**src/verilog/ttgic_map.vh**
```
// register addresses, field positions and reset values of the tick timer / gpio control block
`ifndef TTGIC_MAP_VH
`define TTGIC_MAP_VH

// byte addresses on the local bus
`define TTGIC_ADDR_T2_CTL 32'hFFF42016
`define TTGIC_ADDR_T1_CTL 32'hFFF42017
`define TTGIC_ADDR_GPIO_ICTL 32'hFFF42018
`define TTGIC_ADDR_GPIO_PIN 32'hFFF42019
`define TTGIC_ADDR_T2_ICTL 32'hFFF4201A
`define TTGIC_ADDR_T1_ICTL 32'hFFF4201B

// timer control register fields
`define TTGIC_CTL_COUNT_ENABLE 0
`define TTGIC_CTL_COMPARE_CLEAR 1
`define TTGIC_CTL_OVERFLOW_CLEAR 2
`define TTGIC_CTL_OVF_LSB 4
`define TTGIC_CTL_OVF_MSB 7

// interrupt control register fields (timers and gpio)
`define TTGIC_ICTL_LEVEL_LSB 0
`define TTGIC_ICTL_LEVEL_MSB 2
`define TTGIC_ICTL_IRQ_CLEAR 3
`define TTGIC_ICTL_IRQ_ENABLE 4
`define TTGIC_ICTL_STATUS 5
`define TTGIC_ICTL_EDGE_MODE 6
`define TTGIC_ICTL_POLARITY 7

// gpio pin control register fields
`define TTGIC_PIN_OUTPUT_VALUE 0
`define TTGIC_PIN_OUTPUT_ENABLE 1
`define TTGIC_PIN_INPUT_VALUE 2

// reset values
`define TTGIC_RESET_BYTE 8'h00
`define TTGIC_RESET_LEVEL 3'h0
`define TTGIC_RESET_OVF 4'h0

`endif

```
**src/verilog/ttgic_timer.v**
```verilog
// control and interrupt control of one tick timer
`timescale 1ns/1ps
`default_nettype none
`include "ttgic_map.vh"

module ttgic_timer (
    // clock and reset
    input wire clk_sys,
    input wire rst,
    // register writes, decoded by the parent
    input wire ctl_wr,
    input wire ictl_wr,
    input wire [7:0] wdata,
    // from the prescaler and comparator
    input wire tick,
    input wire match,
    // to the counter
    output wire count_advance,
    output wire count_clear,
    // register read views
    output wire [7:0] ctl_rdata,
    output wire [7:0] ictl_rdata,
    // interrupt request
    output wire irq_req,
    output wire [2:0] irq_level
);

    reg count_enable_reg;
    reg compare_clear_reg;
    reg [3:0] overflow_count_reg;
    reg [2:0] irq_level_reg;
    reg irq_enable_reg;
    reg irq_status_reg;

    // control fields, overflow count and latched status
    always @(posedge clk_sys or posedge rst) begin
        if (rst) begin
            count_enable_reg <= 1'b0;
            compare_clear_reg <= 1'b0;
            overflow_count_reg <= `TTGIC_RESET_OVF;
            irq_level_reg <= `TTGIC_RESET_LEVEL;
            irq_enable_reg <= 1'b0;
            irq_status_reg <= 1'b0;
        end else begin
            if (ctl_wr) begin
                count_enable_reg <= wdata[`TTGIC_CTL_COUNT_ENABLE]; // RL3
                compare_clear_reg <= wdata[`TTGIC_CTL_COMPARE_CLEAR]; // RL4
            end
            // a match in the clearing cycle still counts, so no event is lost
            if (match) begin
                overflow_count_reg <= overflow_count_reg + 4'h1; // RL1
            end else if (ctl_wr && wdata[`TTGIC_CTL_OVERFLOW_CLEAR]) begin
                overflow_count_reg <= `TTGIC_RESET_OVF; // RL2
            end
            if (ictl_wr) begin
                irq_level_reg <= wdata[`TTGIC_ICTL_LEVEL_MSB:`TTGIC_ICTL_LEVEL_LSB]; // RL13
                irq_enable_reg <= wdata[`TTGIC_ICTL_IRQ_ENABLE];
            end
            // set beats clear when both land together
            if (match && irq_enable_reg) begin
                irq_status_reg <= 1'b1; // RL15
            end else if (ictl_wr && wdata[`TTGIC_ICTL_IRQ_CLEAR]) begin
                irq_status_reg <= 1'b0; // RL14
            end
        end
    end

    // counter steering: advance once per microsecond tick while enabled
    assign count_advance = tick & count_enable_reg; // RL17
    assign count_clear = match & compare_clear_reg; // RL4

    // request leaves only when enabled and at a nonzero level
    assign irq_req = irq_status_reg & irq_enable_reg & (|irq_level_reg); // RL8
    assign irq_level = irq_level_reg;

    // strobe bits read back as zero
    assign ctl_rdata = {overflow_count_reg, 1'b0, 1'b0, compare_clear_reg, count_enable_reg}; // RL5
    assign ictl_rdata = {2'b00, irq_status_reg, irq_enable_reg, 1'b0, irq_level_reg}; // RL14

endmodule // ttgic_timer

`default_nettype wire

```
**src/verilog/ttgic_top.v**
```verilog
// tick timer control, timer interrupt control and gpio pin / interrupt control
//
// Overview of operation
// [RL1] overflow count increments on every timer interrupt
// [RL2] writing overflow clear zeroes the overflow count
// [RL3] counter advances only while count enable set
// [RL4] compare clear returns counter to zero on match
// [RL5] timer 1 control register mirrors timer 2 layout
// [RL6] gpio level field selects level; zero suppresses
// [RL7] gpio clear works in edge mode, reads zero
// [RL8] enable bits permit or block each interrupt
// [RL9] gpio status reads high while requesting
// [RL10] edge select latches; clear gives level sensitivity
// [RL11] polarity picks rising/high or falling/low
// [RL12] software clears gpio status when changing mode
// [RL13] timer interrupt level field; zero means none
// [RL14] timer clear bit clears status, reads zero
// [RL15] timer status latches on compare until cleared
// [RL16] compare match raises event and counts overflow
// [RL17] enabled counter advances once per microsecond
// [RL18] output enable drives output value, else floats
// [RL19] input bit returns synchronised pin level
`timescale 1ns/1ps
`default_nettype none
`include "ttgic_map.vh"

module ttgic_top (
    // clock and reset
    input wire clk_sys,
    input wire rst,
    // local bus register access, one byte per access
    input wire [31:0] reg_addr,
    input wire reg_wr_en,
    input wire reg_rd_en,
    input wire [7:0] reg_wdata,
    output reg [7:0] reg_rdata,
    output reg reg_ack,
    // prescaler tick and comparator matches from the counter section
    input wire tick_1mhz,
    input wire t1_match,
    input wire t2_match,
    // counter steering to the counter section
    output wire t1_count_advance,
    output wire t1_count_clear,
    output wire t2_count_advance,
    output wire t2_count_clear,
    // interrupt requests to the local bus interrupter
    output wire t1_irq_req,
    output wire [2:0] t1_irq_level,
    output wire t2_irq_req,
    output wire [2:0] t2_irq_level,
    output wire gpio_irq_req,
    output wire [2:0] gpio_irq_level,
    // gpio pin, split into three signals
    input wire gpio_pin_in,
    output wire gpio_pin_out,
    output wire gpio_pin_oe_n
);

    // address decode
    wire sel_t2_ctl;
    wire sel_t1_ctl;
    wire sel_gpio_ictl;
    wire sel_gpio_pin;
    wire sel_t2_ictl;
    wire sel_t1_ictl;

    // write strobes
    wire wr_t2_ctl;
    wire wr_t1_ctl;
    wire wr_gpio_ictl;
    wire wr_gpio_pin;
    wire wr_t2_ictl;
    wire wr_t1_ictl;

    // timer read views
    wire [7:0] t1_ctl_rdata;
    wire [7:0] t1_ictl_rdata;
    wire [7:0] t2_ctl_rdata;
    wire [7:0] t2_ictl_rdata;

    // gpio interrupt control state
    reg [2:0] gpio_level_reg;
    reg gpio_enable_reg;
    reg gpio_edge_mode_reg;
    reg gpio_polarity_reg;
    reg gpio_latch_reg;

    // gpio pin control state
    reg pin_output_value_reg;
    reg pin_output_enable_reg;

    // pin synchroniser and edge history
    reg pin_sync1_reg;
    reg pin_sync2_reg;
    reg pin_prev_reg;

    // gpio trigger terms
    wire pin_active;
    wire pin_prev_active;
    wire pin_active_edge;
    wire gpio_int;
    wire gpio_clear;

    // read mux
    reg [7:0] rdata_next;

    // full-address decode against the register byte addresses
    assign sel_t2_ctl = (reg_addr == `TTGIC_ADDR_T2_CTL);
    assign sel_t1_ctl = (reg_addr == `TTGIC_ADDR_T1_CTL);
    assign sel_gpio_ictl = (reg_addr == `TTGIC_ADDR_GPIO_ICTL);
    assign sel_gpio_pin = (reg_addr == `TTGIC_ADDR_GPIO_PIN);
    assign sel_t2_ictl = (reg_addr == `TTGIC_ADDR_T2_ICTL);
    assign sel_t1_ictl = (reg_addr == `TTGIC_ADDR_T1_ICTL);

    // writes take effect on the edge that sees the strobe
    assign wr_t2_ctl = reg_wr_en & sel_t2_ctl;
    assign wr_t1_ctl = reg_wr_en & sel_t1_ctl;
    assign wr_gpio_ictl = reg_wr_en & sel_gpio_ictl;
    assign wr_gpio_pin = reg_wr_en & sel_gpio_pin;
    assign wr_t2_ictl = reg_wr_en & sel_t2_ictl;
    assign wr_t1_ictl = reg_wr_en & sel_t1_ictl;

    // tick timer 1: control at its own address, same layout as timer 2
    ttgic_timer u_timer1 (
        .clk_sys(clk_sys),
        .rst(rst),
        .ctl_wr(wr_t1_ctl), // RL5
        .ictl_wr(wr_t1_ictl),
        .wdata(reg_wdata),
        .tick(tick_1mhz),
        .match(t1_match), // RL16
        .count_advance(t1_count_advance),
        .count_clear(t1_count_clear),
        .ctl_rdata(t1_ctl_rdata),
        .ictl_rdata(t1_ictl_rdata),
        .irq_req(t1_irq_req),
        .irq_level(t1_irq_level)
    );

    // tick timer 2
    ttgic_timer u_timer2 (
        .clk_sys(clk_sys),
        .rst(rst),
        .ctl_wr(wr_t2_ctl),
        .ictl_wr(wr_t2_ictl),
        .wdata(reg_wdata),
        .tick(tick_1mhz),
        .match(t2_match), // RL16
        .count_advance(t2_count_advance),
        .count_clear(t2_count_clear),
        .ctl_rdata(t2_ctl_rdata),
        .ictl_rdata(t2_ictl_rdata),
        .irq_req(t2_irq_req),
        .irq_level(t2_irq_level)
    );

    // two-stage synchroniser; only the second stage feeds logic
    always @(posedge clk_sys or posedge rst) begin
        if (rst) begin
            pin_sync1_reg <= 1'b0;
            pin_sync2_reg <= 1'b0;
            pin_prev_reg <= 1'b0;
        end else begin
            pin_sync1_reg <= gpio_pin_in;
            pin_sync2_reg <= pin_sync1_reg;
            pin_prev_reg <= pin_sync2_reg;
        end
    end

    // polarity folds into the trigger, so one detector serves both senses
    assign pin_active = pin_sync2_reg ^ gpio_polarity_reg; // RL11
    assign pin_prev_active = pin_prev_reg ^ gpio_polarity_reg;
    // both terms use the current polarity, so a polarity flip alone raises no edge
    assign pin_active_edge = pin_active & ~pin_prev_active; // RL12

    // clear strobe is honoured only in edge mode
    assign gpio_clear = wr_gpio_ictl & reg_wdata[`TTGIC_ICTL_IRQ_CLEAR] & gpio_edge_mode_reg; // RL7

    // gpio interrupt control register fields
    always @(posedge clk_sys or posedge rst) begin
        if (rst) begin
            gpio_level_reg <= `TTGIC_RESET_LEVEL;
            gpio_enable_reg <= 1'b0;
            gpio_edge_mode_reg <= 1'b0;
            gpio_polarity_reg <= 1'b0;
        end else if (wr_gpio_ictl) begin
            gpio_level_reg <= reg_wdata[`TTGIC_ICTL_LEVEL_MSB:`TTGIC_ICTL_LEVEL_LSB]; // RL6
            gpio_enable_reg <= reg_wdata[`TTGIC_ICTL_IRQ_ENABLE]; // RL8
            gpio_edge_mode_reg <= reg_wdata[`TTGIC_ICTL_EDGE_MODE]; // RL10
            gpio_polarity_reg <= reg_wdata[`TTGIC_ICTL_POLARITY]; // RL11
        end
    end

    // edge latch: set wins over a clear in the same cycle
    always @(posedge clk_sys or posedge rst) begin
        if (rst) begin
            gpio_latch_reg <= 1'b0;
        end else if (gpio_edge_mode_reg && gpio_enable_reg && pin_active_edge) begin
            gpio_latch_reg <= 1'b1; // RL10
        end else if (gpio_clear) begin
            gpio_latch_reg <= 1'b0; // RL7
        end else if (!gpio_edge_mode_reg) begin
            // level mode keeps no memory, so a stale latch cannot resurface
            gpio_latch_reg <= 1'b0;
        end
    end

    // level mode follows the pin live; edge mode shows the latch
    assign gpio_int = gpio_edge_mode_reg ? (gpio_latch_reg & gpio_enable_reg)
                                         : (pin_active & gpio_enable_reg); // RL10
    assign gpio_irq_req = gpio_int & (|gpio_level_reg); // RL6
    assign gpio_irq_level = gpio_level_reg;

    // gpio pin control register
    always @(posedge clk_sys or posedge rst) begin
        if (rst) begin
            pin_output_value_reg <= 1'b0;
            pin_output_enable_reg <= 1'b0;
        end else if (wr_gpio_pin) begin
            pin_output_value_reg <= reg_wdata[`TTGIC_PIN_OUTPUT_VALUE];
            pin_output_enable_reg <= reg_wdata[`TTGIC_PIN_OUTPUT_ENABLE];
        end
    end

    // pin drive: enable low means driving, high leaves the pin floating
    assign gpio_pin_out = pin_output_value_reg; // RL18
    assign gpio_pin_oe_n = ~pin_output_enable_reg; // RL18

    // read mux; strobe bits and unused bits read zero
    always @* begin
        rdata_next = `TTGIC_RESET_BYTE;
        if (sel_t2_ctl) begin
            rdata_next = t2_ctl_rdata;
        end else if (sel_t1_ctl) begin
            rdata_next = t1_ctl_rdata; // RL5
        end else if (sel_gpio_ictl) begin
            rdata_next[`TTGIC_ICTL_LEVEL_MSB:`TTGIC_ICTL_LEVEL_LSB] = gpio_level_reg;
            rdata_next[`TTGIC_ICTL_IRQ_ENABLE] = gpio_enable_reg;
            rdata_next[`TTGIC_ICTL_STATUS] = gpio_int & (|gpio_level_reg); // RL9
            rdata_next[`TTGIC_ICTL_EDGE_MODE] = gpio_edge_mode_reg;
            rdata_next[`TTGIC_ICTL_POLARITY] = gpio_polarity_reg;
        end else if (sel_gpio_pin) begin
            rdata_next[`TTGIC_PIN_OUTPUT_VALUE] = pin_output_value_reg;
            rdata_next[`TTGIC_PIN_OUTPUT_ENABLE] = pin_output_enable_reg;
            rdata_next[`TTGIC_PIN_INPUT_VALUE] = pin_sync2_reg; // RL19
        end else if (sel_t2_ictl) begin
            rdata_next = t2_ictl_rdata;
        end else if (sel_t1_ictl) begin
            rdata_next = t1_ictl_rdata;
        end
    end

    // bus answer one cycle after any strobe, mapped or not
    always @(posedge clk_sys or posedge rst) begin
        if (rst) begin
            reg_rdata <= `TTGIC_RESET_BYTE;
            reg_ack <= 1'b0;
        end else begin
            reg_ack <= reg_wr_en | reg_rd_en;
            if (reg_rd_en) begin
                reg_rdata <= rdata_next;
            end
        end
    end

endmodule // ttgic_top

`default_nettype wire

```
**config.mk**
```make
export PLATFORM = sky130hd
export DESIGN_NAME = ttgic_top
export DESIGN_NICKNAME = d
export VERILOG_FILES = /design/src/verilog/ttgic_timer.v /design/src/verilog/ttgic_top.v
export VERILOG_INCLUDE_DIRS = /design/src /design/src/verilog
export SDC_FILE = /design/constraint.sdc
export NUM_CORES = 1
export LEC_CHECK = 0
export ABC_CLOCK_PERIOD_IN_PS = 2200
export BUFFER_PORTS_ARGS = -buffer_cell sky130_fd_sc_hd__buf_2
export CORE_MARGIN = 1.5
export CORE_UTILIZATION = 50
export DETAILED_ROUTE_END_ITERATION = 8
export PLACE_DENSITY = 0.84
export SYNTH_ARGS = -nofsm -noshare
export SYNTH_HDL_FRONTEND = slang
export SYNTH_SLANG_ARGS = --single-unit
```
**constraint.sdc**
```tcl
create_clock -name clk_sys -period 2.2 [get_ports clk_sys]
set_clock_uncertainty 0.15 [all_clocks]
set_input_delay 0.22 -clock clk_sys [delete_from_list [all_inputs] [get_ports clk_sys]]
set_output_delay 0.22 -clock clk_sys [all_outputs]
set_load 0.05 [all_outputs]
```
After elaboration in Yosys (flattened, before gate mapping). Index checks and enable logic that the tools add are counted.

Register bits: 43. Input port bits: 48. Output and inout port bits: 27. Word-level logic and storage cells: 94.

Add/sub/neg operators: 2. Eq/ne operators: 7. Mux-type cells: 21. Bitwise logic cells: 25. Reductions and logical operators: 15.

Operator list (count): == test 32 bit, second input constant (6); 2-to-1 mux 8 bit (3); bitwise AND 1 bit (20); 2-to-1 mux 4 bit (5); 2-to-1 mux 1 bit (9); OR reduction 3 bit (3); adder 4 x 1 -> 4 bit, second input constant (2); logical AND 1 bit (8); nonzero test 2 bit (4); 2-to-1 mux 3 bit (2); 2-to-1 mux 6 bit (1); 2-to-1 mux 5 bit (1); inequality test 3 x 1 -> 1 bit, second input constant (1); NOT 1 bit (2); XOR 1 bit (2); OR 1 bit (1).

Longest topological paths before layout.
Depth in word-level cells: 7. Mapped depth: 6. Gate-level depth less buffers: 4.

Cells and area by module. A second synthesis with hierarchy kept.

Cell total of the unflattened synthesis: 235. Area total of the unflattened synthesis: 2543.7 µm².

By module, submodules not included: ttgic_top (times used 1, cells each 131, area an instance 1380.1 µm², sequential area each 525.5 µm²); ttgic_timer (times used 2, cells each 52, area an instance 581.8 µm², sequential area each 275.3 µm²).

Worst setup path after synthesis. OpenSTA, ideal clock, no wires.

Path kind: register -> register. Start: reg gpio_level_reg[2] (netlist: gpio_irq_level[2]). End: reg reg_rdata[5]. Library setup time: 0.101 ns. Arrival time: 2.459 ns. Data required time: 1.949 ns. Setup slack: -0.510 ns. Cell stages (with the launch flop): 5. Buffers on the path: 0. Period minus slack after synthesis: 2.710 ns. Path through: dfrtp_1 -> o31ai_1 -> a211oi_1 -> a22oi_1 -> o32ai_1.

Longest elaborated chain between the ends: 5.

Ends and longest elaborated chain: start, declared (RTL line ttgic_top.v:83) `reg [2:0] gpio_level_reg;`; start signal, assigned (RTL line ttgic_top.v:183) `` gpio_level_reg <= `TTGIC_RESET_LEVEL; ``; start signal, assigned (RTL line ttgic_top.v:188) `` gpio_level_reg <= reg_wdata[`TTGIC_ICTL_LEVEL_MSB:`TTGIC_ICTL_LEVEL_LSB]; ``; OR reduction 3 bit; bitwise AND 1 bit; net gpio_irq_req (RTL line ttgic_top.v:52) `output wire gpio_irq_req,`; 2-to-1 mux 4 bit (RTL line ttgic_top.v:237) `end else if (sel_gpio_ictl) begin`; 2-to-1 mux 8 bit (RTL line ttgic_top.v:235) `end else if (sel_t1_ctl) begin`; 2-to-1 mux 8 bit (RTL line ttgic_top.v:233) `if (sel_t2_ctl) begin`; end signal, assigned (RTL line ttgic_top.v:257) `` reg_rdata <= `TTGIC_RESET_BYTE; ``; end signal, assigned (RTL line ttgic_top.v:262) `reg_rdata <= rdata_next;`; end, declared (RTL line ttgic_top.v:36) `output reg [7:0] reg_rdata,`.

The timed path passes the listed nets, and every way through them passes these cells. A chain may end at the register's enable or synchronous reset.

Final worst setup path.
Start: in reg_addr[16]. End: reg pin_output_value_reg (netlist: gpio_pin_out).

Longest elaborated chain between the ends: 2.

Ends and longest elaborated chain: start, declared (RTL line ttgic_top.v:32) `input wire [31:0] reg_addr,`; == test 32 bit (no line); bitwise AND 1 bit (RTL line ttgic_top.v:120) `assign wr_gpio_pin = reg_wr_en & sel_gpio_pin;`; end signal, assigned (RTL line ttgic_top.v:221) `` pin_output_value_reg <= reg_wdata[`TTGIC_PIN_OUTPUT_VALUE]; ``; end, declared (RTL line ttgic_top.v:90) `reg pin_output_value_reg;`.

No other way between the ends.

==> flow_metrics.env <==
export IMPL_outcome="finished, final reports clean"
export IMPL_cpMaxStageDelayCell="or4_1"
export IMPL_switchingPower_uw=460
export IMPL_vias=1947
export IMPL_die_w_um=70.6
export IMPL_synth_edff_count=0
export IMPL_fillers=333
export IMPL_relSlewSlack=0.651
export IMPL_syn_inst=198
export IMPL_grt_pass1_wl_um=9090
export IMPL_rr_worst_depth=4
export IMPL_p_comb_frac=0.124
export IMPL_h_tree_depth=2
export IMPL_final_cells=335
export IMPL_placedCellCount=322
export IMPL_critPathCaptureType="flip-flop"
export IMPL_path_cells="buf_2, nand4b_1, or4_1, buf_4, nor3_1, mux2_2"
export IMPL_cts_tree="done"
export IMPL_path_depth=6
export IMPL_start_kind="input port"
export IMPL_dr_pass1_iters=4
export IMPL_yosys_warnings=0
export IMPL_clk_path_buf_depth=2
export IMPL_ir_drop_mv=0.474
export IMPL_gp_congestion=0.866
export IMPL_wl_per_cell_um=16.3
export IMPL_clkTransAtPathRegs_ps=80
export IMPL_critPathKind="input port to flip-flop"
export IMPL_drt_wl_total_um=5470
export IMPL_place_hpwl_um=4090
export IMPL_worstPathBufferInverterCount=2
export IMPL_finalSetupViolations=0
export IMPL_critPathMaxStageDelay_ps=510
export IMPL_n_antenna_cell=0
export IMPL_synth_compound_area_share=0.127
export IMPL_maxCapViolations=0
export IMPL_p_per_area_nw_per_um2=637
export IMPL_largest_reg_flops=7
export IMPL_synth_xor_area_frac=0.00767
export IMPL_place_ws_ps=-5.86
export IMPL_syn_nets=248
export IMPL_design_area_um2=2910
export IMPL_synthAdderAreaFrac=0.0110
export IMPL_drt_initial_drc_count=192
export IMPL_fin_ws_ps=319
export IMPL_die_area_um2=4980
export IMPL_clock_sinks=42
export IMPL_core_um2=4380
export IMPL_drive_gt1_frac=0.438
export IMPL_async_flop_share=1.00
export IMPL_cp_arrival_ps=1920
export IMPL_hp_class="input port to flip-flop"
export IMPL_synth_seq_area_share=0.460
export IMPL_p_clk_frac=0.394
export IMPL_yosysUniqueCellTypes=53
export IMPL_die_h_um=70.6
export IMPL_critical_path_max_fanout=11
export IMPL_rsz0062_at_grt="no"
export IMPL_fmax_mhz=532
export IMPL_cts_root_buf="clkbuf_8"
export IMPL_synth_area_mux_share=0.142
export IMPL_post_synth_cell_area_avg_um2=11.5
export IMPL_switching_share=0.248
export IMPL_ys_seq_elements=42
export IMPL_grt_overflow_total=0
export IMPL_whs_path_depth=2
export IMPL_tightest_slew_ps=524
export IMPL_worstPathRequired_ps=2230
export IMPL_yosys_area_share_simple=0.204
export IMPL_synth_area_um2=2280
export IMPL_ant_nets=0
export IMPL_grt_pass1_vias=1915
export IMPL_viasPerCell=5.81
export IMPL_drc=0
export IMPL_start_util=0.521
export IMPL_drv_slew=0
export IMPL_fp_row_count=24
export IMPL_synth_top_family_by_area="simple AND/OR/NAND/NOR gates"
export IMPL_place_area_um2=2720
export IMPL_ys_flop_type="dfrtp_1"
export IMPL_grt_usage=0.232
export IMPL_post_route_period_util=0.855
export IMPL_fin_crit_ps=1880
export IMPL_hold_viol=0
export IMPL_ios=75
export IMPL_clk_latency_ps=300
export IMPL_antenna_found_initial=0
export IMPL_p_leak_nw=1.47
export IMPL_cpLargestDelayFamily="simple AND/OR/NAND/NOR gates"
export IMPL_cts_buffers=5
export IMPL_intPower_mw=1.39
export IMPL_p_seq_frac=0.482
export IMPL_finalNetCount=332
export IMPL_areaGrowthSynthToFinish_pct=27.4
export IMPL_io_buffers=72
export IMPL_grt_max_degree=43
[synthesized netlist by cell type, types with 3 or more instances]
library cell,count,area [um^2]
nor3_4,3,48.8
nor4_1,7,43.8
nand4b_1,5,43.8
inv_1,8,30.0
dfrtp_1,42,1050
nor2b_1,4,25.0
buf_6,3,33.8
a222oi_1,4,40.0
mux2_2,22,248
o21ai_0,8,40.0
mux4_2,3,67.6
nor3_1,3,15.0
clkbuf_1,3,11.3
and2_1,4,25.0
a21oi_1,5,25.0
nand2b_1,9,56.3
o31ai_1,3,22.5
nor4b_1,3,26.3
a21o_1,4,30.0
nand3_1,5,25.0
nand2_1,12,45.0
[placed cells by master, fill, tap and decap left out, types with 4 or more instances in the layout]
cell,count
a21o_1,4
a21oi_1,5
buf_4,8
nand2b_1,9
nand4b_1,5
mux2_2,22
nand2_1,12
buf_2,72
a222oi_1,4
nand3_1,5
clkbuf_8,5
and2_1,4
dlygate4sd3_1,5
dfrtp_1,42
o21ai_0,8
nor4_1,7
inv_1,8
nor2b_1,4
[power groups by stage]
stage,clock (mW),combinational (mW),sequential (mW)
after floorplan,0,0.146,0.892
after global placement,0,0.215,0.907
after detailed placement,0,0.225,0.910
after CTS,0.744,0.233,0.895
after global routing,0.773,0.265,0.905
final,0.731,0.230,0.895
[through the flow]
stage / power (mW) / TNS (ps) / hold slack, ps / util
floorplan: 1.04 / 0 / 101 / -
global placement: 1.12 / 0 / 178 / 0.621
detailed placement: 1.14 / -6.17 / 181 / 0.621
CTS: 1.87 / 0 / 22.8 / 0.664
global route: 1.94 / 0 / 25.2 / 0.664
finish: 1.86 / 0 / 28.8 / 0.664
[timing repair]
item / in CTS / in global routing
hold endpoints to repair: 47 / 0
buffers inserted: 0 / 0
hold buffers: 5 / 0
resized for setup: 0 / 0
[routing by layer]
metal,routed length (um),up-vias,global-route usage
met3,262,6,0.0499
met2,2790,54,0.390
li1,-,924,-
met1,2380,963,0.314
met4,44,0,0.0524
met5,0,-,0
[final cells by class]
type | instances | area (um^2) | share of cell area
multi-input combinational | 138 | 1130 | 0.389
clock inverter | 3 | 68.8 | 0.0236
inverter | 9 | 33.8 | 0.0116
clock buffer | 5 | 68.8 | 0.0236
timing repair buffer | 86 | 490 | 0.169
tap | 52 | 65.1 | 0.0224
sequential | 42 | 1050 | 0.361
[path summary, 6_finish.rpt]
check                                                        endpoint  slack (ps)                     startpoint
max                                          gpio_pin_out$_DFFE_PP0P_         320                   reg_addr[16]
min                                          reg_rdata[5]$_DFFE_PP0P_          30                      reg_rd_en
max reg2reg                                  reg_rdata[1]$_DFFE_PP0P_         450  gpio_irq_level[1]$_DFFE_PP0N_
min reg2reg                                   pin_sync2_reg$_DFF_PP0_         210        pin_sync1_reg$_DFF_PP0_
max in group asynchronous                    reg_rdata[1]$_DFFE_PP0P_        1100                            rst
min in group asynchronous  u_timer1.overflow_count_reg[2]$_DFFE_PP0P_         440                            rst
[kinds of logic (layout without fill, tap and decap cells)]
group / Yosys count / in the layout
multiplexers: 26 / 26
flip-flops: 42 / 42
XOR/XNOR: 2 / 2
AO/OA/AOI/OAI: 39 / 39
AND/OR/NAND/NOR: 68 / 68
adder cells (fa/ha/maj): 2 / 2
buffers and inverters: 18 / 103
other: 1 / 1
(Power assumes the default switching activity.)
